==> config.mk <==
export PLATFORM = sky130hd
export DESIGN_NAME = sfc_core
export DESIGN_NICKNAME = d
export VERILOG_FILES = /design/src/core/sfc_pkg.sv /design/src/core/sfc_core.sv /design/src/core/sfc_fifo.sv
export SDC_FILE = /design/constraint.sdc
export NUM_CORES = 1
export LEC_CHECK = 0
export BUFFER_PORTS_ARGS = -buffer_cell sky130_fd_sc_hd__buf_4
export CAP_MARGIN = 5
export CORE_UTILIZATION = 60
export DETAILED_ROUTE_END_ITERATION = 8
export PLACE_DENSITY = 0.89
export SLEW_MARGIN = 20
export SYNTH_ARGS = -nofsm -noshare
export SYNTH_HDL_FRONTEND = slang
export SYNTH_SLANG_ARGS = --single-unit
==> constraint.sdc <==
create_clock -name mclk -period 12.25 [get_ports mclk]
set_input_delay 2.45 -clock mclk [delete_from_list [all_inputs] [get_ports mclk]]
set_output_delay 2.45 -clock mclk [all_outputs]
set_load 0.05 [all_outputs]
==> src/core/sfc_pkg.sv <==
package sfc_pkg;
    // opcodes
    localparam logic [7:0] OP_READ      = 8'h03;
    localparam logic [7:0] OP_FAST_READ = 8'h0b;
    localparam logic [7:0] OP_SECT_ERA  = 8'hd8;
    localparam logic [7:0] OP_ARR_ERA   = 8'hc7;
    localparam logic [7:0] OP_PAGE_PROG = 8'h02;
    localparam logic [7:0] OP_PWR_DOWN  = 8'hb9;
    localparam logic [7:0] OP_PWR_UP    = 8'hab;
    localparam logic [7:0] OP_WRITE_ENABLE_CMD      = 8'h06;
    localparam logic [7:0] OP_WRITE_DISABLE_CMD      = 8'h04;
    localparam logic [7:0] OP_RD_STAT   = 8'h05;
    localparam logic [7:0] OP_WR_STAT   = 8'h01;
    // status fields
    localparam int STAT_SWD_BIT = 7;
    localparam int STAT_BP_HI   = 4;
    localparam int STAT_BP_LO   = 2;
    localparam int STAT_WEL_BIT = 1;
    localparam int STAT_WIP_BIT = 0;
    localparam logic [7:0] STAT_WRITE_MASK = 8'h9c;
    localparam logic [3:0] STAT_NV_RESET   = 4'h0;
    // array geometry
    localparam logic [18:0] ADDR_TOP       = 19'h7ffff;
    localparam logic [18:0] PROT_EIGHTH    = 19'h70000;
    localparam logic [18:0] PROT_QUARTER   = 19'h60000;
    localparam logic [18:0] PROT_HALF      = 19'h40000;
    localparam int PAGE_BYTES = 256;
    // self-timed cycles, in cycles of mclk
    localparam int CLK_MHZ         = 50;
    localparam int STAT_WRITE_US   = 10;
    localparam int PAGE_PROG_US    = 20;
    localparam int SECT_ERASE_US   = 40;
    localparam int ARR_ERASE_US    = 80;
    localparam int STAT_WRITE_CYC  = STAT_WRITE_US * CLK_MHZ;
    localparam int PAGE_PROG_CYC   = PAGE_PROG_US * CLK_MHZ;
    localparam int SECT_ERASE_CYC  = SECT_ERASE_US * CLK_MHZ;
    localparam int ARR_ERASE_CYC   = ARR_ERASE_US * CLK_MHZ;
    localparam int SIG_BYTE        = 8'h5a;  // signature value is arbitrary

    typedef enum logic [2:0] {
        SFC_IDLE  = 3'b000,
        SFC_ADDR  = 3'b001,
        SFC_DUMMY = 3'b010,
        SFC_DOUT  = 3'b011,
        SFC_DIN   = 3'b100,
        SFC_SKIP  = 3'b101
    } sfc_phase_e;

    typedef enum logic [1:0] {
        SFC_OP_NONE  = 2'b00,
        SFC_OP_STAT  = 2'b01,
        SFC_OP_PROG  = 2'b10,
        SFC_OP_ERASE = 2'b11
    } sfc_job_e;
endpackage : sfc_pkg

==> src/core/sfc_core.sv <==
//Function
// - opcode 0Bh is fast read: three address bytes, one dummy, then streamed data.
// - opcode 03h is normal read: address in on rising, data out on falling.
// - opcode D8h is sector erase with three address bytes only.
// - opcode C7h is whole-array erase with nothing after the opcode.
// - opcode 02h is page program: three address bytes then 1 to 256 data bytes.
// - opcode B9h enters deep power-down, no further bytes.
// - opcode ABh releases power-down; after three dummy bytes signature repeats.
// - write enable sets latch; latch required before program, erase, status write.
// - latch clears at reset and after disable, status write, program, erases.
// - status read works anytime, byte repeats while select stays low.
// - status-write-disable set and protect pin low blocks all status writes.
// - program and sector erase into protected region are rejected.
// - whole-array erase only runs when block-protect field is zero.
// - write-in-progress is read-only, 1 during self-timed cycles, else 0.
// - status write ignores b6,b5,b1,b0; b6 and b5 read zero.
// - status write needs select rising after eighth data bit; cycle starts then.
// - with status-write-disable clear, status writes need only the latch.
// - hardware protection holds while both conditions hold; pin high exits.
// - reads increment address per byte and wrap from top to zero.
// - select rising ends a read at any bit and returns to idle.
// - reads during a busy cycle are rejected, the cycle continues.
// - everything shifts msb first, sampled on clock rising edges after select falls.
// - write-type commands execute only if select rises on a byte boundary.
// - 06h write enable, 04h disable, 05h status read, 01h status write.
// - protect map 1:70000+, 2:60000+, 3:40000+, 0 none, 4-7 all.
module sfc_core #(
    parameter int STAT_WRITE_CYC = sfc_pkg::STAT_WRITE_CYC,
    parameter int PAGE_PROG_CYC  = sfc_pkg::PAGE_PROG_CYC,
    parameter int SECT_ERASE_CYC = sfc_pkg::SECT_ERASE_CYC,
    parameter int ARR_ERASE_CYC  = sfc_pkg::ARR_ERASE_CYC,
    parameter int FIFO_DEPTH     = 8
) (
    // clock and reset
    input  wire logic        mclk,
    input  wire logic        sys_rst,
    // serial pins
    input  wire logic        sel_n,
    input  wire logic        sclk,
    input  wire logic        sdi,
    output logic             sdo,
    output logic             sdo_oe,
    input  wire logic        wprot_n,
    // array side: read data fetch
    output logic      [18:0] rd_addr,
    input  wire logic [7:0]  rd_data,
    // array side: program bytes and job start
    output logic             prog_valid,
    input  wire logic        prog_ready,
    output logic      [7:0]  prog_data,
    output logic      [18:0] job_addr,
    output logic             job_start,
    output logic      [1:0]  job_kind,
    // status view
    output logic      [7:0]  status,
    output logic             power_down
);
    // three-stage samplers; select, clock and protect levels are taken once stages 1 and 2 agree
    logic [2:0] sel_s;
    logic [2:0] clk_s;
    logic [2:0] di_s;
    logic [2:0] wp_s;
    logic sel_q;
    logic clk_q;
    logic wp_q;

    always_ff @(posedge mclk or posedge sys_rst) begin
        if (sys_rst) begin
            sel_s <= 3'h7;
            clk_s <= 3'h0;
            di_s  <= 3'h0;
            wp_s  <= 3'h7;
            sel_q <= 1'b1;
            clk_q <= 1'b0;
            wp_q  <= 1'b1;
        end else begin
            sel_s <= {sel_s[1:0], sel_n};
            clk_s <= {clk_s[1:0], sclk};
            di_s  <= {di_s[1:0], sdi};
            wp_s  <= {wp_s[1:0], wprot_n};
            if (sel_s[1] == sel_s[2]) sel_q <= sel_s[2];
            if (clk_s[1] == clk_s[2]) clk_q <= clk_s[2];
            if (wp_s[1] == wp_s[2]) wp_q <= wp_s[2];
        end
    end

    logic clk_now;
    logic rise;
    logic fall;
    logic sel_rise;
    logic active;
    assign clk_now  = (clk_s[1] == clk_s[2]) ? clk_s[2] : clk_q;
    assign rise     = !sel_q && clk_now && !clk_q;
    assign fall     = !sel_q && !clk_now && clk_q;
    assign sel_rise = !sel_q && (sel_s[1] == sel_s[2]) && sel_s[2];
    assign active   = !sel_q;

    function automatic logic prot_hit(input logic [2:0] bp, input logic [18:0] a);
        prot_hit = 1'b0;
        if (bp[2]) prot_hit = 1'b1;
        else if (bp == 3'h1) prot_hit = (a >= sfc_pkg::PROT_EIGHTH);
        else if (bp == 3'h2) prot_hit = (a >= sfc_pkg::PROT_QUARTER);
        else if (bp == 3'h3) prot_hit = (a >= sfc_pkg::PROT_HALF);
    endfunction : prot_hit

    // command framing
    sfc_pkg::sfc_phase_e phase_q;
    logic [7:0]  shift_q;
    logic [2:0]  bit_q;
    logic [1:0]  cnt_q;
    logic [7:0]  op_q;
    logic        op_done_q;
    logic [23:0] addr_q;
    logic [7:0]  out_q;
    logic        data_seen_q;
    logic        wr_data_q;
    logic [7:0]  stat_in_q;
    logic [7:0]  shift_d;
    logic        byte_done;
    assign shift_d   = {shift_q[6:0], di_s[2]};
    assign byte_done = rise && (bit_q == 3'h7);

    // status and protection state
    logic        wel_q;
    logic        swd_q;
    logic [2:0]  bp_q;
    logic        pd_q;
    logic [31:0] busy_q;
    logic        busy;
    logic        hw_prot;
    logic [7:0]  stat_view;
    assign busy      = (busy_q != '0);
    assign hw_prot   = swd_q && !wp_q;
    assign stat_view = {swd_q, 2'b00, bp_q, wel_q, busy};
    assign status    = stat_view;
    assign power_down = pd_q;

    logic is_read;
    assign is_read = (op_q == sfc_pkg::OP_READ) || (op_q == sfc_pkg::OP_FAST_READ);

    // fifo for page program bytes
    logic fifo_in_valid;
    logic fifo_in_ready;
    assign fifo_in_valid = byte_done && (phase_q == sfc_pkg::SFC_DIN) && (op_q == sfc_pkg::OP_PAGE_PROG);

    sfc_fifo #(
        .WIDTH (8),
        .DEPTH (FIFO_DEPTH)
    ) u_fifo (
        .mclk      (mclk),
        .sys_rst   (sys_rst),
        .flush     (job_start && (job_kind != 2'(sfc_pkg::SFC_OP_PROG))),
        .in_valid  (fifo_in_valid),
        .in_ready  (fifo_in_ready),
        .in_data   (shift_d),
        .out_valid (prog_valid),
        .out_ready (prog_ready),
        .out_data  (prog_data)
    );

    always_ff @(posedge mclk or posedge sys_rst) begin
        if (sys_rst) begin
            phase_q     <= sfc_pkg::SFC_IDLE;
            shift_q     <= 8'h00;
            bit_q       <= 3'h0;
            cnt_q       <= 2'h0;
            op_q        <= 8'h00;
            op_done_q   <= 1'b0;
            addr_q      <= 24'h000000;
            out_q       <= 8'h00;
            data_seen_q <= 1'b0;
            wr_data_q   <= 1'b0;
            stat_in_q   <= 8'h00;
        end else if (sel_q) begin
            phase_q   <= sfc_pkg::SFC_IDLE;
            bit_q     <= 3'h0;
            op_done_q <= 1'b0;
            data_seen_q <= 1'b0;
            wr_data_q <= 1'b0;
        end else if (rise) begin
            shift_q <= shift_d;
            bit_q   <= bit_q + 3'h1;
            if (byte_done) begin
                if (!op_done_q) begin
                    op_q      <= shift_d;
                    op_done_q <= 1'b1;
                    cnt_q     <= 2'h0;
                    unique case (shift_d)
                        sfc_pkg::OP_READ, sfc_pkg::OP_FAST_READ: begin
                            phase_q <= (busy || pd_q) ? sfc_pkg::SFC_SKIP : sfc_pkg::SFC_ADDR;
                        end
                        sfc_pkg::OP_SECT_ERA, sfc_pkg::OP_PAGE_PROG: begin
                            phase_q <= sfc_pkg::SFC_ADDR;
                        end
                        sfc_pkg::OP_RD_STAT: begin
                            phase_q <= sfc_pkg::SFC_DOUT;
                            out_q   <= stat_view;
                        end
                        sfc_pkg::OP_WR_STAT: phase_q <= sfc_pkg::SFC_DIN;
                        sfc_pkg::OP_PWR_UP: phase_q <= sfc_pkg::SFC_DUMMY;
                        default: phase_q <= sfc_pkg::SFC_SKIP;
                    endcase
                end else begin
                    unique case (phase_q)
                        sfc_pkg::SFC_ADDR: begin
                            addr_q <= {addr_q[15:0], shift_d};
                            cnt_q  <= cnt_q + 2'h1;
                            if (cnt_q == 2'h2) begin
                                if (op_q == sfc_pkg::OP_FAST_READ) begin
                                    phase_q <= sfc_pkg::SFC_DUMMY;
                                end else if (op_q == sfc_pkg::OP_READ) begin
                                    phase_q <= sfc_pkg::SFC_DOUT;
                                    out_q   <= rd_data;
                                end else if (op_q == sfc_pkg::OP_PAGE_PROG) begin
                                    phase_q <= sfc_pkg::SFC_DIN;
                                end else begin
                                    phase_q <= sfc_pkg::SFC_SKIP;
                                end
                            end
                        end
                        sfc_pkg::SFC_DUMMY: begin
                            cnt_q <= cnt_q + 2'h1;
                            if (op_q == sfc_pkg::OP_FAST_READ) begin
                                phase_q <= sfc_pkg::SFC_DOUT;
                                out_q   <= rd_data;
                            end else if (cnt_q == 2'h2) begin
                                phase_q <= sfc_pkg::SFC_DOUT;
                                out_q   <= 8'(sfc_pkg::SIG_BYTE);
                            end
                        end
                        sfc_pkg::SFC_DIN: begin
                            data_seen_q <= 1'b1;
                            stat_in_q   <= shift_d;
                            wr_data_q   <= (op_q == sfc_pkg::OP_WR_STAT) ? !data_seen_q : wr_data_q;
                        end
                        sfc_pkg::SFC_SKIP: cnt_q <= 2'h0;
                        sfc_pkg::SFC_DOUT: begin
                            if (is_read) begin
                                addr_q <= (addr_q[18:0] == sfc_pkg::ADDR_TOP) ? 24'h0 : addr_q + 24'h1;
                                out_q  <= rd_data;
                            end else if (op_q == sfc_pkg::OP_RD_STAT) begin
                                out_q <= stat_view;
                            end
                        end
                        default: phase_q <= phase_q;
                    endcase
                end
            end
        end
    end

    // data leaves msb first, changing on falling edges
    logic [2:0] obit_q;
    logic       sdo_q;
    always_ff @(posedge mclk or posedge sys_rst) begin
        if (sys_rst) begin
            obit_q <= 3'h0;
            sdo_q  <= 1'b0;
        end else if (sel_q) begin
            obit_q <= 3'h0;
        end else if (fall && phase_q == sfc_pkg::SFC_DOUT) begin
            sdo_q  <= out_q[3'h7 - obit_q];
            obit_q <= obit_q + 3'h1;
        end
    end
    assign sdo    = sdo_q;
    assign sdo_oe = active && (phase_q == sfc_pkg::SFC_DOUT);
    // array reads next byte ahead of use; the last address byte is still in the shifter
    assign rd_addr = (phase_q == sfc_pkg::SFC_DOUT) ? addr_q[18:0] + 19'h1 :
                     (phase_q == sfc_pkg::SFC_ADDR) ? {addr_q[10:0], shift_d} : addr_q[18:0];

    // command completion on select rising
    logic    aligned;
    logic    wr_ok;
    assign aligned = (bit_q == 3'h0) && op_done_q;
    assign wr_ok   = aligned && !busy && !pd_q;

    always_ff @(posedge mclk or posedge sys_rst) begin
        if (sys_rst) begin
            wel_q     <= 1'b0;
            swd_q     <= sfc_pkg::STAT_NV_RESET[3];
            bp_q      <= sfc_pkg::STAT_NV_RESET[2:0];
            pd_q      <= 1'b0;
            busy_q    <= '0;
            job_start <= 1'b0;
            job_kind  <= 2'(sfc_pkg::SFC_OP_NONE);
            job_addr  <= 19'h0;
        end else begin
            job_start <= 1'b0;
            if (busy) busy_q <= busy_q - 32'h1;
            if (sel_rise && wr_ok) begin
                unique case (op_q)
                    sfc_pkg::OP_WRITE_ENABLE_CMD:  wel_q <= 1'b1;
                    sfc_pkg::OP_WRITE_DISABLE_CMD:  wel_q <= 1'b0;
                    sfc_pkg::OP_WR_STAT: begin
                        // only exactly one data byte counts
                        if (wel_q && wr_data_q && !hw_prot) begin
                            swd_q  <= stat_in_q[sfc_pkg::STAT_SWD_BIT];
                            bp_q   <= stat_in_q[sfc_pkg::STAT_BP_HI:sfc_pkg::STAT_BP_LO];
                            wel_q  <= 1'b0;
                            busy_q <= 32'(STAT_WRITE_CYC);
                            job_kind <= 2'(sfc_pkg::SFC_OP_STAT);
                        end
                    end
                    sfc_pkg::OP_PAGE_PROG: begin
                        if (wel_q && data_seen_q && !prot_hit(bp_q, addr_q[18:0])) begin
                            wel_q     <= 1'b0;
                            busy_q    <= 32'(PAGE_PROG_CYC);
                            job_start <= 1'b1;
                            job_kind  <= 2'(sfc_pkg::SFC_OP_PROG);
                            job_addr  <= addr_q[18:0];
                        end
                    end
                    sfc_pkg::OP_SECT_ERA: begin
                        // count of three only right after the last address byte; extra bytes reject
                        if (wel_q && cnt_q == 2'h3 && !prot_hit(bp_q, addr_q[18:0])) begin
                            wel_q     <= 1'b0;
                            busy_q    <= 32'(SECT_ERASE_CYC);
                            job_start <= 1'b1;
                            job_kind  <= 2'(sfc_pkg::SFC_OP_ERASE);
                            job_addr  <= addr_q[18:0];
                        end
                    end
                    sfc_pkg::OP_ARR_ERA: begin
                        if (wel_q && bit_q == 3'h0 && bp_q == 3'h0) begin
                            wel_q     <= 1'b0;
                            busy_q    <= 32'(ARR_ERASE_CYC);
                            job_start <= 1'b1;
                            job_kind  <= 2'(sfc_pkg::SFC_OP_ERASE);
                            job_addr  <= sfc_pkg::ADDR_TOP;
                        end
                    end
                    sfc_pkg::OP_PWR_DOWN: pd_q <= 1'b1;
                    default: pd_q <= pd_q;
                endcase
            end
            // release is honoured even in power-down
            if (sel_rise && op_done_q && op_q == sfc_pkg::OP_PWR_UP) pd_q <= 1'b0;
        end
    end

    // page program bytes beyond fifo space stall nothing on the serial side;
    // the array must drain faster than the link fills, one byte per 8 link clocks
    logic unused_ready;
    assign unused_ready = fifo_in_ready;
endmodule : sfc_core

==> src/core/sfc_fifo.sv <==
module sfc_fifo #(
    parameter int WIDTH = 8,
    parameter int DEPTH = 8
) (
    // clock and reset
    input  wire logic             mclk,
    input  wire logic             sys_rst,
    input  wire logic             flush,
    // fill side
    input  wire logic             in_valid,
    output logic                  in_ready,
    input  wire logic [WIDTH-1:0] in_data,
    // drain side
    output logic                  out_valid,
    input  wire logic             out_ready,
    output logic      [WIDTH-1:0] out_data
);
    localparam int AW = $clog2(DEPTH);
    logic [WIDTH-1:0] mem [DEPTH];
    logic [AW-1:0]    wr_q;
    logic [AW-1:0]    rd_q;
    logic [AW:0]      cnt_q;
    logic             push;
    logic             pop;

    assign in_ready  = (cnt_q != (AW+1)'(DEPTH));
    assign out_valid = (cnt_q != '0);
    assign out_data  = mem[rd_q];
    assign push      = in_valid && in_ready;
    assign pop       = out_valid && out_ready;

    always_ff @(posedge mclk) begin
        if (push) begin
            mem[wr_q] <= in_data;
        end
    end

    always_ff @(posedge mclk or posedge sys_rst) begin
        if (sys_rst) begin
            wr_q  <= '0;
            rd_q  <= '0;
            cnt_q <= '0;
        end else if (flush) begin
            wr_q  <= '0;
            rd_q  <= '0;
            cnt_q <= '0;
        end else begin
            if (push) begin
                wr_q <= (wr_q == AW'(DEPTH-1)) ? '0 : wr_q + 1'b1;
            end
            if (pop) begin
                rd_q <= (rd_q == AW'(DEPTH-1)) ? '0 : rd_q + 1'b1;
            end
            cnt_q <= cnt_q + (AW+1)'(push) - (AW+1)'(pop);
        end
    end
endmodule : sfc_fifo

# After elaboration in Yosys (flattened, before gate mapping)
# Memories as Yosys holds them, arrays and structs flattened.
# Index checks and enable logic that the tools add are counted.
[word_totals]
regBits = 155
ramBits = 64
output_inout_bits = 61
memories = 1
[op_classes]
addsub = 11
magnitude_cmp = 4
eq_ne = 52
n_mux = 97
n_bitwise = 2
n_reduce_logical = 79
[memory_table]
columns = ["memory", "words", "width", "rd", "rd_clocked_by_memory_dff", "wr", "line", "text"]
rows = [
  ["u_fifo.mem", 8, 8, 1, 0, 1, "sfc_fifo.sv:19", "logic [WIDTH-1:0] mem [DEPTH];"],
]
[op_table]
columns = ["op", "count"]
rows = [
  ["2-to-1 mux 32 bit", 6],
  ["case mux 32 bit (4 select lines)", 1],
  ["2-to-1 mux 19 bit", 5],
  ["2-to-1 mux 8 bit", 9],
  ["2-to-1 mux 3 bit", 20],
  [">= comparator 19 bit, second input constant", 3],
  ["case mux 19 bit (3 select lines)", 1],
  ["equality test 8 bit, second input constant", 6],
  ["2-to-1 mux 24 bit", 2],
  ["case mux 24 bit (2 select lines)", 1],
  ["2-to-1 mux 1 bit", 38],
  ["equality test 8 x 2 -> 1 bit, second input constant", 4],
  ["equality test 8 x 3 -> 1 bit, second input constant", 4],
  ["nonzero test 32 bit", 1],
  ["subtractor 32 x 1 -> 32 bit, second input constant", 1],
  ["logical AND 1 bit", 29],
  ["adder 24 x 1 -> 24 bit, second input constant", 1],
  ["case mux 8 bit (3 select lines)", 1],
  ["nonzero test 2 bit", 12],
  ["AND reduction 5 bit", 4],
  ["adder 19 x 1 -> 19 bit, second input constant", 1],
  ["equality test 19 bit, second input constant", 1],
  ["AND reduction 6 bit", 3],
  ["equality test 8 x 1 -> 1 bit, second input constant", 2],
  ["other kinds (41)", 89],
]

# Logic depth before layout (Yosys ltp)
# Gate-level depths: netlist of the first run.
[depth]
depth_word = 12
ltp_mapped = 12
mapped_depth_nobuf = 12

# By module
# A second synthesis of the first run with hierarchy kept.
[hier_totals]
hier_cells = 958
hier_area_um2 = 10646.5
[by_module_without_submodules]
columns = ["mod", "n_inst", "cells_each", "area_per_inst_um2", "seq_area_each_um2"]
rows = [
  ["sfc_core", 1, 790, 7460.9, 3413.3],
  ["sfc_fifo", 1, 168, 3185.6, 2172.1],
]

# Least setup slack after synthesis of the first run
# Ideal clock, no wire load.
[synth_path]
kind = "flip-flop to output port"
startpoint = "register addr_q[10]"
endpoint = "output port rd_addr[17]"
arrival_time_ps = 2578
slack_ps = 7222
path_stages_with_launch = 9
path_cell_list = "dfrtp_1 > clkbuf_1 > and4_1 > clkbuf_1 > nand4_1 > nor3_1 > nand3_1 > a21oi_1 > a2bb2oi_1"
[synth_between]
elab_chain_len = 2
[synth_rtl]
columns = ["element", "line", "text"]
rows = [
  ["start: declaration", "sfc_core.sv:113", "logic [23:0] addr_q;"],
  ["start signal: assignment", "sfc_core.sv:206", "addr_q <= {addr_q[15:0], shift_d};"],
  ["start signal: assignment", "sfc_core.sv:239", "addr_q <= (addr_q[18:0] == sfc_pkg::ADDR_TOP) ? 24'h0 : addr_q + 24'h1;"],
  ["adder 19 x 1 -> 19 bit", "sfc_core.sv:269", "assign rd_addr = (phase_q == sfc_pkg::SFC_DOUT) ? addr_q[18:0] + 19'h1 :"],
  ["2-to-1 mux 19 bit", "sfc_core.sv:269", ""],
  ["end: declaration", "sfc_core.sv:45", "output logic [18:0] rd_addr,"],
]
# No other way between the ends.

# Worst setup path in the final report of the first run
[layout_path]
startpoint = "register phase_q[0]"
endpoint = "output port sdo_oe"
[layout_between]
elab_chain_len = 2
[layout_rtl]
columns = ["element", "line", "text"]
rows = [
  ["start: declaration", "sfc_core.sv:107", "sfc_pkg::sfc_phase_e phase_q;"],
  ["start signal: assignment", "sfc_core.sv:163", "phase_q <= sfc_pkg::SFC_IDLE;"],
  ["start signal: assignment", "sfc_core.sv:175", "phase_q <= sfc_pkg::SFC_IDLE;"],
  ["start signal: assignment", "sfc_core.sv:190", "phase_q <= (busy || pd_q) ? sfc_pkg::SFC_SKIP : sfc_pkg::SFC_ADDR;"],
  ["equality test 3 x 2 -> 1 bit", "sfc_core.sv:267", "assign sdo_oe = active && (phase_q == sfc_pkg::SFC_DOUT);"],
  ["logical AND 1 bit", "sfc_core.sv:267", ""],
  ["end: declaration", "sfc_core.sv:42", "output logic sdo_oe,"],
]
# No other way between the ends.

==> results of run 1 <==
[stage by stage]
stage / power, mW / setup slack [ns]
2_1_floorplan: 1.04 / 5.89
3_3_place_gp: 1.10 / 7.34
3_5_place_dp: 1.12 / 7.21
4_1_cts: 1.79 / 6.69
5_1_grt: 1.84 / 6.50
6_report: 1.78 / 6.59
[sequential cells by signal (all words and copies together) (netlist names), 4 cells and up]
name / cells
u_fifo.mem: 64
shift_q: 7
addr_q: 19
busy_q: 32
job_addr: 19
u_fifo.cnt_q: 4
op_q: 8
stat_in_q: 4
out_q: 8
[power by group through the flow]
stage / Combinational [mW] / Sequential, mW / Clock [mW]
detailed placement: 0.275 / 0.842 / 0
floorplan: 0.256 / 0.783 / 0
global placement: 0.266 / 0.836 / 0
finish: 0.274 / 0.829 / 0.676
global route: 0.299 / 0.835 / 0.711
CTS: 0.278 / 0.829 / 0.683
[worst max-delay path: stages, from the launching register on]
cell and delay, ns:
dfrtp_1 0.48, nor2b_1 0.88, nand2_1 0.72, nor2_1 0.37
buf_4 0.25
[cell usage after synthesis (all sizes together) (19+ instances only)]
cell type and instances:
xor2 22, nor3 34, dfrtp 138, mux2i 29, clkbuf 50, nor4 19, a21oi 63, nand2 82
edfxtp 64, mux2 30, inv 51, ha 19, o21ai 48, nor2 96, nand3 27
[cells by family after synthesis]
family,after synthesis,synth area share (%)
DFF,210,52.6
other,1,0.0353
AOI/OAI and AO/OA,184,10.8
buffers and inverters,118,4.58
xor gates and xnor gates,32,2.64
muxes,77,9.88
adders and majority gates,23,2.71
and+or+nand+nor,346,16.7
[per-layer routing]
metal	global-route usage [%]	vias up	wire (um)
met4	12.0	0	931
met1	38.9	3941	10200
met5	0	-	0
li1	-	3640	-
met2	47.1	403	12400
met3	4.20	84	1950
[cell usage in the layout, fill, tap and decap left out, drive strengths merged, types with 11 or more instances in the layout]
cell type | Yosys | routed
nor3 | 34 | 34
a31oi | 14 | 14
nand4 | 15 | 15
nand3 | 27 | 27
o22a | 12 | 12
buf | 17 | 84
a21oi | 63 | 63
edfxtp | 64 | 64
dfrtp | 138 | 138
mux4 | 18 | 18
xor2 | 22 | 22
nor2 | 96 | 96
nor4 | 19 | 19
mux2i | 29 | 29
o21ai | 48 | 48
nand2b | 15 | 15
clkbuf | 50 | 36
inv | 51 | 51
o22ai | 11 | 11
nand2 | 82 | 82
ha | 19 | 19
mux2 | 30 | 30
[area by class of cell]
type / count / area (um2)
clock inverters: 4 / 68.8
clock buffers: 36 / 664
repair buffers: 84 / 631
multi-input cells: 664 / 4560
flip-flops and latches: 210 / 5590
inverters: 51 / 196
fillers: 1247 / 5300
well taps: 225 / 282
[path summary, 6_finish.rpt]
kind,slack [ns],to,cells past startpoint,startpoint
min reg2reg,0.35,di_s[2]$_DFF_PP0_,0,di_s[1]$_DFF_PP0_
max in group asynchronous,8.89,busy_q[26]$_DFF_PP0_,3,sys_rst
min in group asynchronous,2.06,addr_q[12]$_DFFE_PP0P_,2,sys_rst
max,6.59,sdo_oe,4,phase_q[0]$_DFFE_PP0P_
min,0.35,di_s[2]$_DFF_PP0_,0,di_s[1]$_DFF_PP0_
max reg2reg,8.82,out_q[2]$_DFFE_PP0P_,6,phase_q[0]$_DFFE_PP0P_
==> summary.md, run 1 <==
| Metric | Value |
|---|---|
| Status | finished, final reports clean |
| Mapped Area | 0.0106 mm2 |
| Cell Int Power | 1.29 mW |
| CTS Hold Bufs | 0 |
| Total wire length | 25500 um |
| P&R area growth vs syn | 13.0% |
| Asr flop ratio synth | between 60% and 70% |
| Post-synth top area share | 32.5% |
| First-pass GRT wire length | just over 40000 um |
| Final period util | a little under half |
| Initial antenna violation count | 0 |
| Pwr Density | 148 mW/mm2 |
| Core area | roughly 0.017 mm2 |
| DRT iter0 DRCs | 676 |
| Die height | 135 um |
| Cell Area, Placed | 0.0113 mm2 |
| Ratio of cells with drive above 1 in the final layout | 18.4% |
| Synth Flop Type | dfrtp_1 |
| Io pins | 76 |
| Hold Slack | 0.349 ns |
| Yosys cell types | 77 |
| Root buf cell | clkbuf_16 |
| Worst endpoint required time | 9.80 ns |
| Post-route antenna net violation count | 0 |
| Power share of the sequential group | a little under half |
| CTS clock-pin slew for the worst setup and hold paths | 0.06 ns |
| Critical path class | register to output port |
| Switching power | 0.485 mW |
| Via/cell ratio | 6.33 |
| Vias | 8068 |
| Combinational Power Share | roughly 15% |
| Largest net degree at the start of global routing | 83 |
| Full die area | 0.0182 mm2 |
| Synth Register Bits | 210 |
| Max clock buf depth | 3 |
| Final Cell Area | 0.0120 mm2 |
| Setup violations, final | 0 |
| Dominant cell type by area after synthesis | dfrtp_1 |
| Vias in the first global route | 7807 |
| # port buffers | 73 |
| Peak VDD IR | 0.137 mV |
| Headroom to the max-slew limit | ~28% |
| CTS sink count | 210 |
| Final Hold Vio Count | 0 |
| CTS resizes | 0 |
| Actual slew at the worst max-slew pin | 1.08 ns |
| Synth Instances | about 1000 |
| Gpl congestion | 0.889 |
| Post-route core utilization | 69.3% |
| Die span in x | between 100 and 150 um |
| Cell types occupying the most area after synthesis | dfrtp_1 (33%), edfxtp_1 (18%), mux4_2 (3.8%) |
| Fin nets | roughly 1.1k |
| Dpl cells | 1234 |
| Path type of the worst min-delay path | register to register |
| Count of non-filler cells in the finished layout | 1274 |
| Clock skew | 0.0133 ns |
| CP Capture Type | output port |
| Drt wl/cell | ~20 um |
| Worst setup SP type | register |
| Crit path DAT | around 3.2 ns |
| Worst-path fanout max | 21 |
| Avg Inst Size Synth | 10.7 um2 |
| Row count | 48 |
| Antenna diode count | 0 |
| Clk Latency, worst-skew pair | 0.51 ns |
| GRT Total Usage | 28.8% |
| Slew Viols, Final | 0 |
| Post-CTS Setup Bufs | 0 |
| Post-synthesis sequential area ratio | ~53% |
| Dpl hpwl | 16400 um |
| Highest clock rate | ~180 MHz |
| CTS H-tree lvls | 1 |
| RSZ-0062 raised after global routing | false |
| CTS tree | built |
| Drc violations | 0 |
| Post-synth EDFFs | 64 |
| Min Tclk post-route | 5.66 ns |
| Drt pass-1 iters | 7 |
| Initial core utilization | 61.4% |
| Clock power frac | between 30% and 40% |
| Setup TNS | 0 ns |
| Switch share | between 20 and 30% |
| Static Leak | 5.13 nW |
| Max_cap viols | 0 |
| Grt ovf | 0 |
| CTS buffer count | 22 |
| Synth warnings | 0 |
Note: power is estimated with default switching activity, not from simulation.
==> run 2: changes to the inputs <==
==> constraint.sdc (replaced) <==
create_clock -name mclk -period 5.7 [get_ports mclk]
set_input_delay 1.14 -clock mclk [delete_from_list [all_inputs] [get_ports mclk]]
set_output_delay 1.14 -clock mclk [all_outputs]
set_load 0.05 [all_outputs]
==> run 2 against run 1 <==
Net effect:
- clock skew decreased by 0.0017 ns
- cell area barely moved
- wire length is 4.3% lower
- die area unchanged
- clock power rose by 110%
- clock-buffer cell count fell by 8
- non-clock buffer count did not move
- register-to-register slack got worse by 6.6 ns
- via count decreased by 1.9%
- critical path type unchanged
- highest routed layer unchanged
==> summary.md, run 2 (synthesis results as in run 1) <==
| Metric | Value |
|---|---|
| Critical path class | register to output port |
| Worst setup SP type | register |
| GRT Total Usage | approximately 27% |
| CTS Hold Bufs | 0 |
| DRT iter0 DRCs | 593 |
| Worst path bufs/invs | 1 |
| Max_cap viols | 0 |
| RSZ-0062 raised after global routing | false |
| Largest net degree at the start of global routing | 100 |
| Io pins | 76 |
| Final worst setup slack | 1.43 ns |
| Top reg by flops | u_fifo.mem |
| Dpl hpwl | 16100 um |
| # port buffers | 73 |
| Die height | 135 um |
| CP Capture Type | output port |
| Place WS | just over 2 ns |
| Gpl congestion | about 0.9 |
| Fin nets | 1068 |
| Drt pass-1 iters | 5 |
| Worst-path fanout max | 21 |
| Initial antenna violation count | 0 |
| CTS clock-pin slew for the worst setup and hold paths | around 0.06 ns |
| CTS resizes | 0 |
| Peak VDD IR | 0.315 mV |
| Crit-path cells | nor2b_1 -> nand2_1 -> nor2_1 -> buf_4 |
| CTS buffer count | 22 |
| Setup violations, final | 0 |
| Core area | 0.0173 mm2 |
| Drc violations | 0 |
| Initial core utilization | 61.4% |
| Min Tclk post-route | 4.27 ns |
| Full die area | 0.0182 mm2 |
| Ratio of cells with drive above 1 in the final layout | 19.2% |
| Die span in x | 135 um |
| Root buf cell | clkbuf_16 |
| Clk Latency, worst-skew pair | 0.51 ns |
| Slowest cell delay on critical path | about 0.87 ns |
| Pwr Density | 317 mW/mm2 |
| Slowest library cell on the worst path | nor2b_1 |
| Max reg flops | 64 |
| Post-route antenna net violation count | 0 |
| Leading cell types in the layout, fill and taps excluded | dfrtp_1 (136), nor2_1 (95), buf_4 (84) |
| Drt wl/cell | 19.2 um |
| Actual slew at the worst max-slew pin | roughly 1.0 ns |
| Grt ovf | 0 |
| Top Registers | u_fifo.mem x64, busy_q x32 |
| Status | finished, final reports clean |
| Vias | 7915 |
| Clock skew | about 0.012 ns |
| P&R area growth vs syn | 13.0% |
| Setup TNS | 0 ns |
| Slew Viols, Final | 0 |
| Cell family with most CP delay | simple AND/OR/NAND/NOR gates |
| Static Leak | 5.13 nW |
| Worst endpoint required time | 4.56 ns |
| Post-CTS Setup Bufs | 0 |
| CTS tree | built |
| Vias in the first global route | about 7.6k |
| Headroom to the max-slew limit | 30.4% |
| Antenna diode count | 0 |
| CTS sink count | 210 |
| Final period util | 75.0% |
| First-pass GRT wire length | 38800 um |
| Crit path DAT | 3.13 ns |
| Row count | 48 |
| Path type of the worst min-delay path | register to register |
| Via/cell ratio | 6.22 |
| Final Hold Vio Count | 0 |
| Total wire length | 24400 um |
| Most common cell after layout, fill and taps aside | dfrtp_1 |
| Power Total | between 3 and 4 mW |
| Highest clock rate | 234 MHz |
| CTS H-tree lvls | 1 |
| Max clock buf depth | 3 |
-- run 2: per-stage QoR --
stage | utilization, % | area, um2 | hold WS, ns | std cells
floorplan | - | 10600 | 0.331 | 992
global placement | 65.1 | 11300 | 0.333 | 1234
detailed placement | 65.1 | 11300 | 0.337 | 1234
CTS | 69.3 | 12000 | 0.347 | 1273
global route | 69.3 | 12000 | 0.351 | 1273
finish | 69.3 | 12000 | 0.349 | 1273
-- run 2: cell type report --
class	count	area, um2
clock buffer	28	634
clock inverter	11	96.3
fill	1237	5310
inverter	51	196
multi-input combinational	664	4560
sequential	210	5590
tap	225	282
timing repair buffer	84	631
-- run 2: report_power, final --
| group | leakage [nW] | total [mW] | switching, mW | internal [mW] |
|---|---|---|---|---|
| clock network | 0.362 | 1.42 | 0.587 | 0.834 |
| registers | 2.54 | 1.78 | 0.153 | 1.62 |
| logic | 2.24 | 0.604 | 0.326 | 0.278 |
-- run 2: final timing paths --
path | start | end | slack, ns | depth (start not counted)
worst max register to register | phase_q[0]$_DFFE_PP0P_ | out_q[6]$_DFFE_PP0P_ | 2.24 | 6
worst min-delay path | clk_s[0]$_DFF_PP0_ | clk_s[1]$_DFF_PP0_ | 0.35 | 0
max in group asynchronous | sys_rst | out_q[3]$_DFFE_PP0P_ | 3.72 | 3
worst min register to register | clk_s[0]$_DFF_PP0_ | clk_s[1]$_DFF_PP0_ | 0.35 | 0
worst max-delay path | phase_q[0]$_DFFE_PP0P_ | sdo_oe | 1.43 | 4
min in group asynchronous | sys_rst | addr_q[12]$_DFFE_PP0P_ | 0.80 | 2
-- run 2: metal layers --
metal / global-route usage (%) / vias to the layer above / routed length (um)
met2: 44.6 / 339 / 11700
met1: 35.9 / 3879 / 10100
met3: 4.02 / 67 / 1700
met5: 0 / - / 0
li1: - / 3630 / -
met4: 12.0 / 0 / 901
==> run 3: changes to the inputs <==
--- a/config.mk
+++ b/config.mk
@@ -7,9 +7,9 @@
 export LEC_CHECK = 0
 export BUFFER_PORTS_ARGS = -buffer_cell sky130_fd_sc_hd__buf_4
 export CAP_MARGIN = 5
-export CORE_UTILIZATION = 60
+export CORE_UTILIZATION = 55
 export DETAILED_ROUTE_END_ITERATION = 8
-export PLACE_DENSITY = 0.89
+export PLACE_DENSITY = 0.87
 export SLEW_MARGIN = 20
 export SYNTH_ARGS = -nofsm -noshare
 export SYNTH_HDL_FRONTEND = slang
==> constraint.sdc (replaced) <==
create_clock -name mclk -period 3.59 [get_ports mclk]
set_input_delay 0.718 -clock mclk [delete_from_list [all_inputs] [get_ports mclk]]
set_output_delay 0.718 -clock mclk [all_outputs]
set_load 0.05 [all_outputs]
==> run 3 against run 2 <==
Net effect:
- cell count is 3.8% higher
- highest routed layer unchanged
- sequential share of layout area is 0.67 points lower
- largest power group unchanged
- worst setup slack worse by 1.2 ns
==> summary.md, run 3 (synthesis results as in run 1) <==
| Metric | Value |
|---|---|
| Headroom to the max-slew limit | 36.3% |
| Initial antenna violation count | 0 |
| Antenna diode count | 0 |
| # port buffers | 73 |
| Vias | slightly below 8k |
| Dpl hpwl | 16400 um |
| Count of non-filler cells in the finished layout | 1322 |
| Clk Latency, worst-skew pair | 0.51 ns |
| DRT iter0 DRCs | 768 |
| Clock skew | between 0.015 and 0.02 ns |
| Top reg by flops | u_fifo.mem |
| Worst-path fanout max | 7 |
| Min Tclk post-route | 3.41 ns |
| RSZ-0062 raised after global routing | false |
| Max_cap viols | 0 |
| Setup TNS | 0 ns |
| Pwr Density | ~500 mW/mm2 |
| GRT Total Usage | 25.2% |
| Post-CTS Setup Bufs | 0 |
| Max clock buf depth | 3 |
| Drt wl/cell | roughly 18 um |
| CTS clock-pin slew for the worst setup and hold paths | 0.06 ns |
| Status | finished, final reports clean |
| Full die area | 0.0199 mm2 |
| Max reg flops | 64 |
| CTS Hold Bufs | 0 |
| Total wire length | 24000 um |
| CTS H-tree lvls | 1 |
| Place WS | 0.628 ns |
| Static Leak | 5.20 nW |
| Highest clock rate | 294 MHz |
| Die height | 141 um |
| Top Registers | u_fifo.mem x64, busy_q x32 |
| Die span in x | about 140 um |
| Fin nets | 1080 |
| Actual slew at the worst max-slew pin | 0.953 ns |
| CTS buffer count | 23 |
| Gpl congestion | 0.892 |
| Final worst setup slack | 0.184 ns |
| Vias in the first global route | 7682 |
| Core area | 0.0188 mm2 |
| Grt ovf | 0 |
| Final period util | roughly 95% |
| Drc violations | 0 |
| Fillers | 1433 |
| Worst endpoint required time | roughly 2.9 ns |
| Dpl cells | 1280 |
| Leading cell types in the layout, fill and taps excluded | dfrtp_1 (135), nor2_1 (95), buf_4 (93) |
| CTS sink count | 210 |
| P&R area growth vs syn | 14.6% |
| Initial core utilization | 56.4% |
| Largest net degree at the start of global routing | 82 |
| Final Hold Vio Count | 0 |
| First-pass GRT wire length | ~40000 um |
| Drt pass-1 iters | 6 |
| Post-route antenna net violation count | 0 |
| Critical path class | register to output port |
| Io pins | between 70 and 80 |
| CTS resizes | 0 |
| Path type of the worst min-delay path | primary input to async pin |
| Peak VDD IR | approximately 0.36 mV |
| Via/cell ratio | 5.92 |
| Slew Viols, Final | 0 |
| Worst setup SP type | register |
| CTS tree | built |
| Row count | 50 |
| Crit path DAT | 2.69 ns |
| CP Capture Type | output port |
| Ratio of cells with drive above 1 in the final layout | 20.0% |
| Most common cell after layout, fill and taps aside | dfrtp_1 |
| Root buf cell | clkbuf_16 |
| Setup violations, final | 0 |
[run 3: changes by cell type in the layout (fill, tap and decap cells not counted), sizes merged]
cell	previous run	this run
clkbuf	28	30
clkinv	8	5
buf	84	95
bufinv	1	2
clkinvlp	2	5
[run 3: final timing paths]
| kind | startpoint | depth (start not counted) | endpoint | slack, ns |
|---|---|---|---|---|
| setup / recovery | addr_q[1]$_DFFE_PP0P_ | 7 | rd_addr[18] | 0.18 |
| hold / removal | sys_rst | 2 | clk_s[1]$_DFF_PP0_ | 0.20 |
| setup reg to reg | busy_q[0]$_DFF_PP0_ | 9 | job_addr[10]$_DFFE_PP0P_ | 0.57 |
| hold reg to reg | clk_s[0]$_DFF_PP0_ | 0 | clk_s[1]$_DFF_PP0_ | 0.35 |
| max in group asynchronous | sys_rst | 3 | wp_s[0]$_DFF_PP1_ | 2.65 |
| min in group mclk | sel_n | 1 | sel_s[0]$_DFF_PP1_ | 0.32 |
[run 3: stage by stage]
step	hold WS, ns	total power, mW	utilization, %	cell area (um2)
after floorplan	0.331	3.57	-	10600
after global placement	0.332	3.82	60.6	11400
after detailed placement	0.344	3.86	60.6	11400
after CTS	0.193	6.19	64.5	12200
after global routing	0.220	6.37	64.6	12200
final	0.202	6.13	64.6	12200
[run 3: where the power goes]
group | switching [mW] | internal (mW) | total [mW]
Sequential | 0.165 | 2.58 | 2.74
Clock | 0.933 | 1.39 | 2.32
Combinational | 0.606 | 0.462 | 1.07
[run 3: cell type report]
cell class	instances	area (um2)	area share, %
inverter	51	195	1.60
clock buffer	30	632	5.19
sequential	210	5590	45.9
tap	260	325	2.67
clock inverter	12	119	0.977
multi-input combinational	664	4570	37.6
timing repair buffer	95	738	6.07
[run 3: layer usage]
metal	vias up	GRT usage [%]	share of wire, %
met4	0	7.32	2.0
met3	42	3.26	6.5
met2	300	41.2	48
met5	-	0	0
li1	3662	-	-
met1	3828	35.4	44
[run 3: critical path, stage by stage (launching register included)]
cell       delay, ns
dfrtp_1         0.47
ha_1            0.30
and4_2          0.35
nand4_1         0.15
or2_2           0.32
a21oi_1         0.18
a2bb2oi_1       0.19
buf_4           0.22
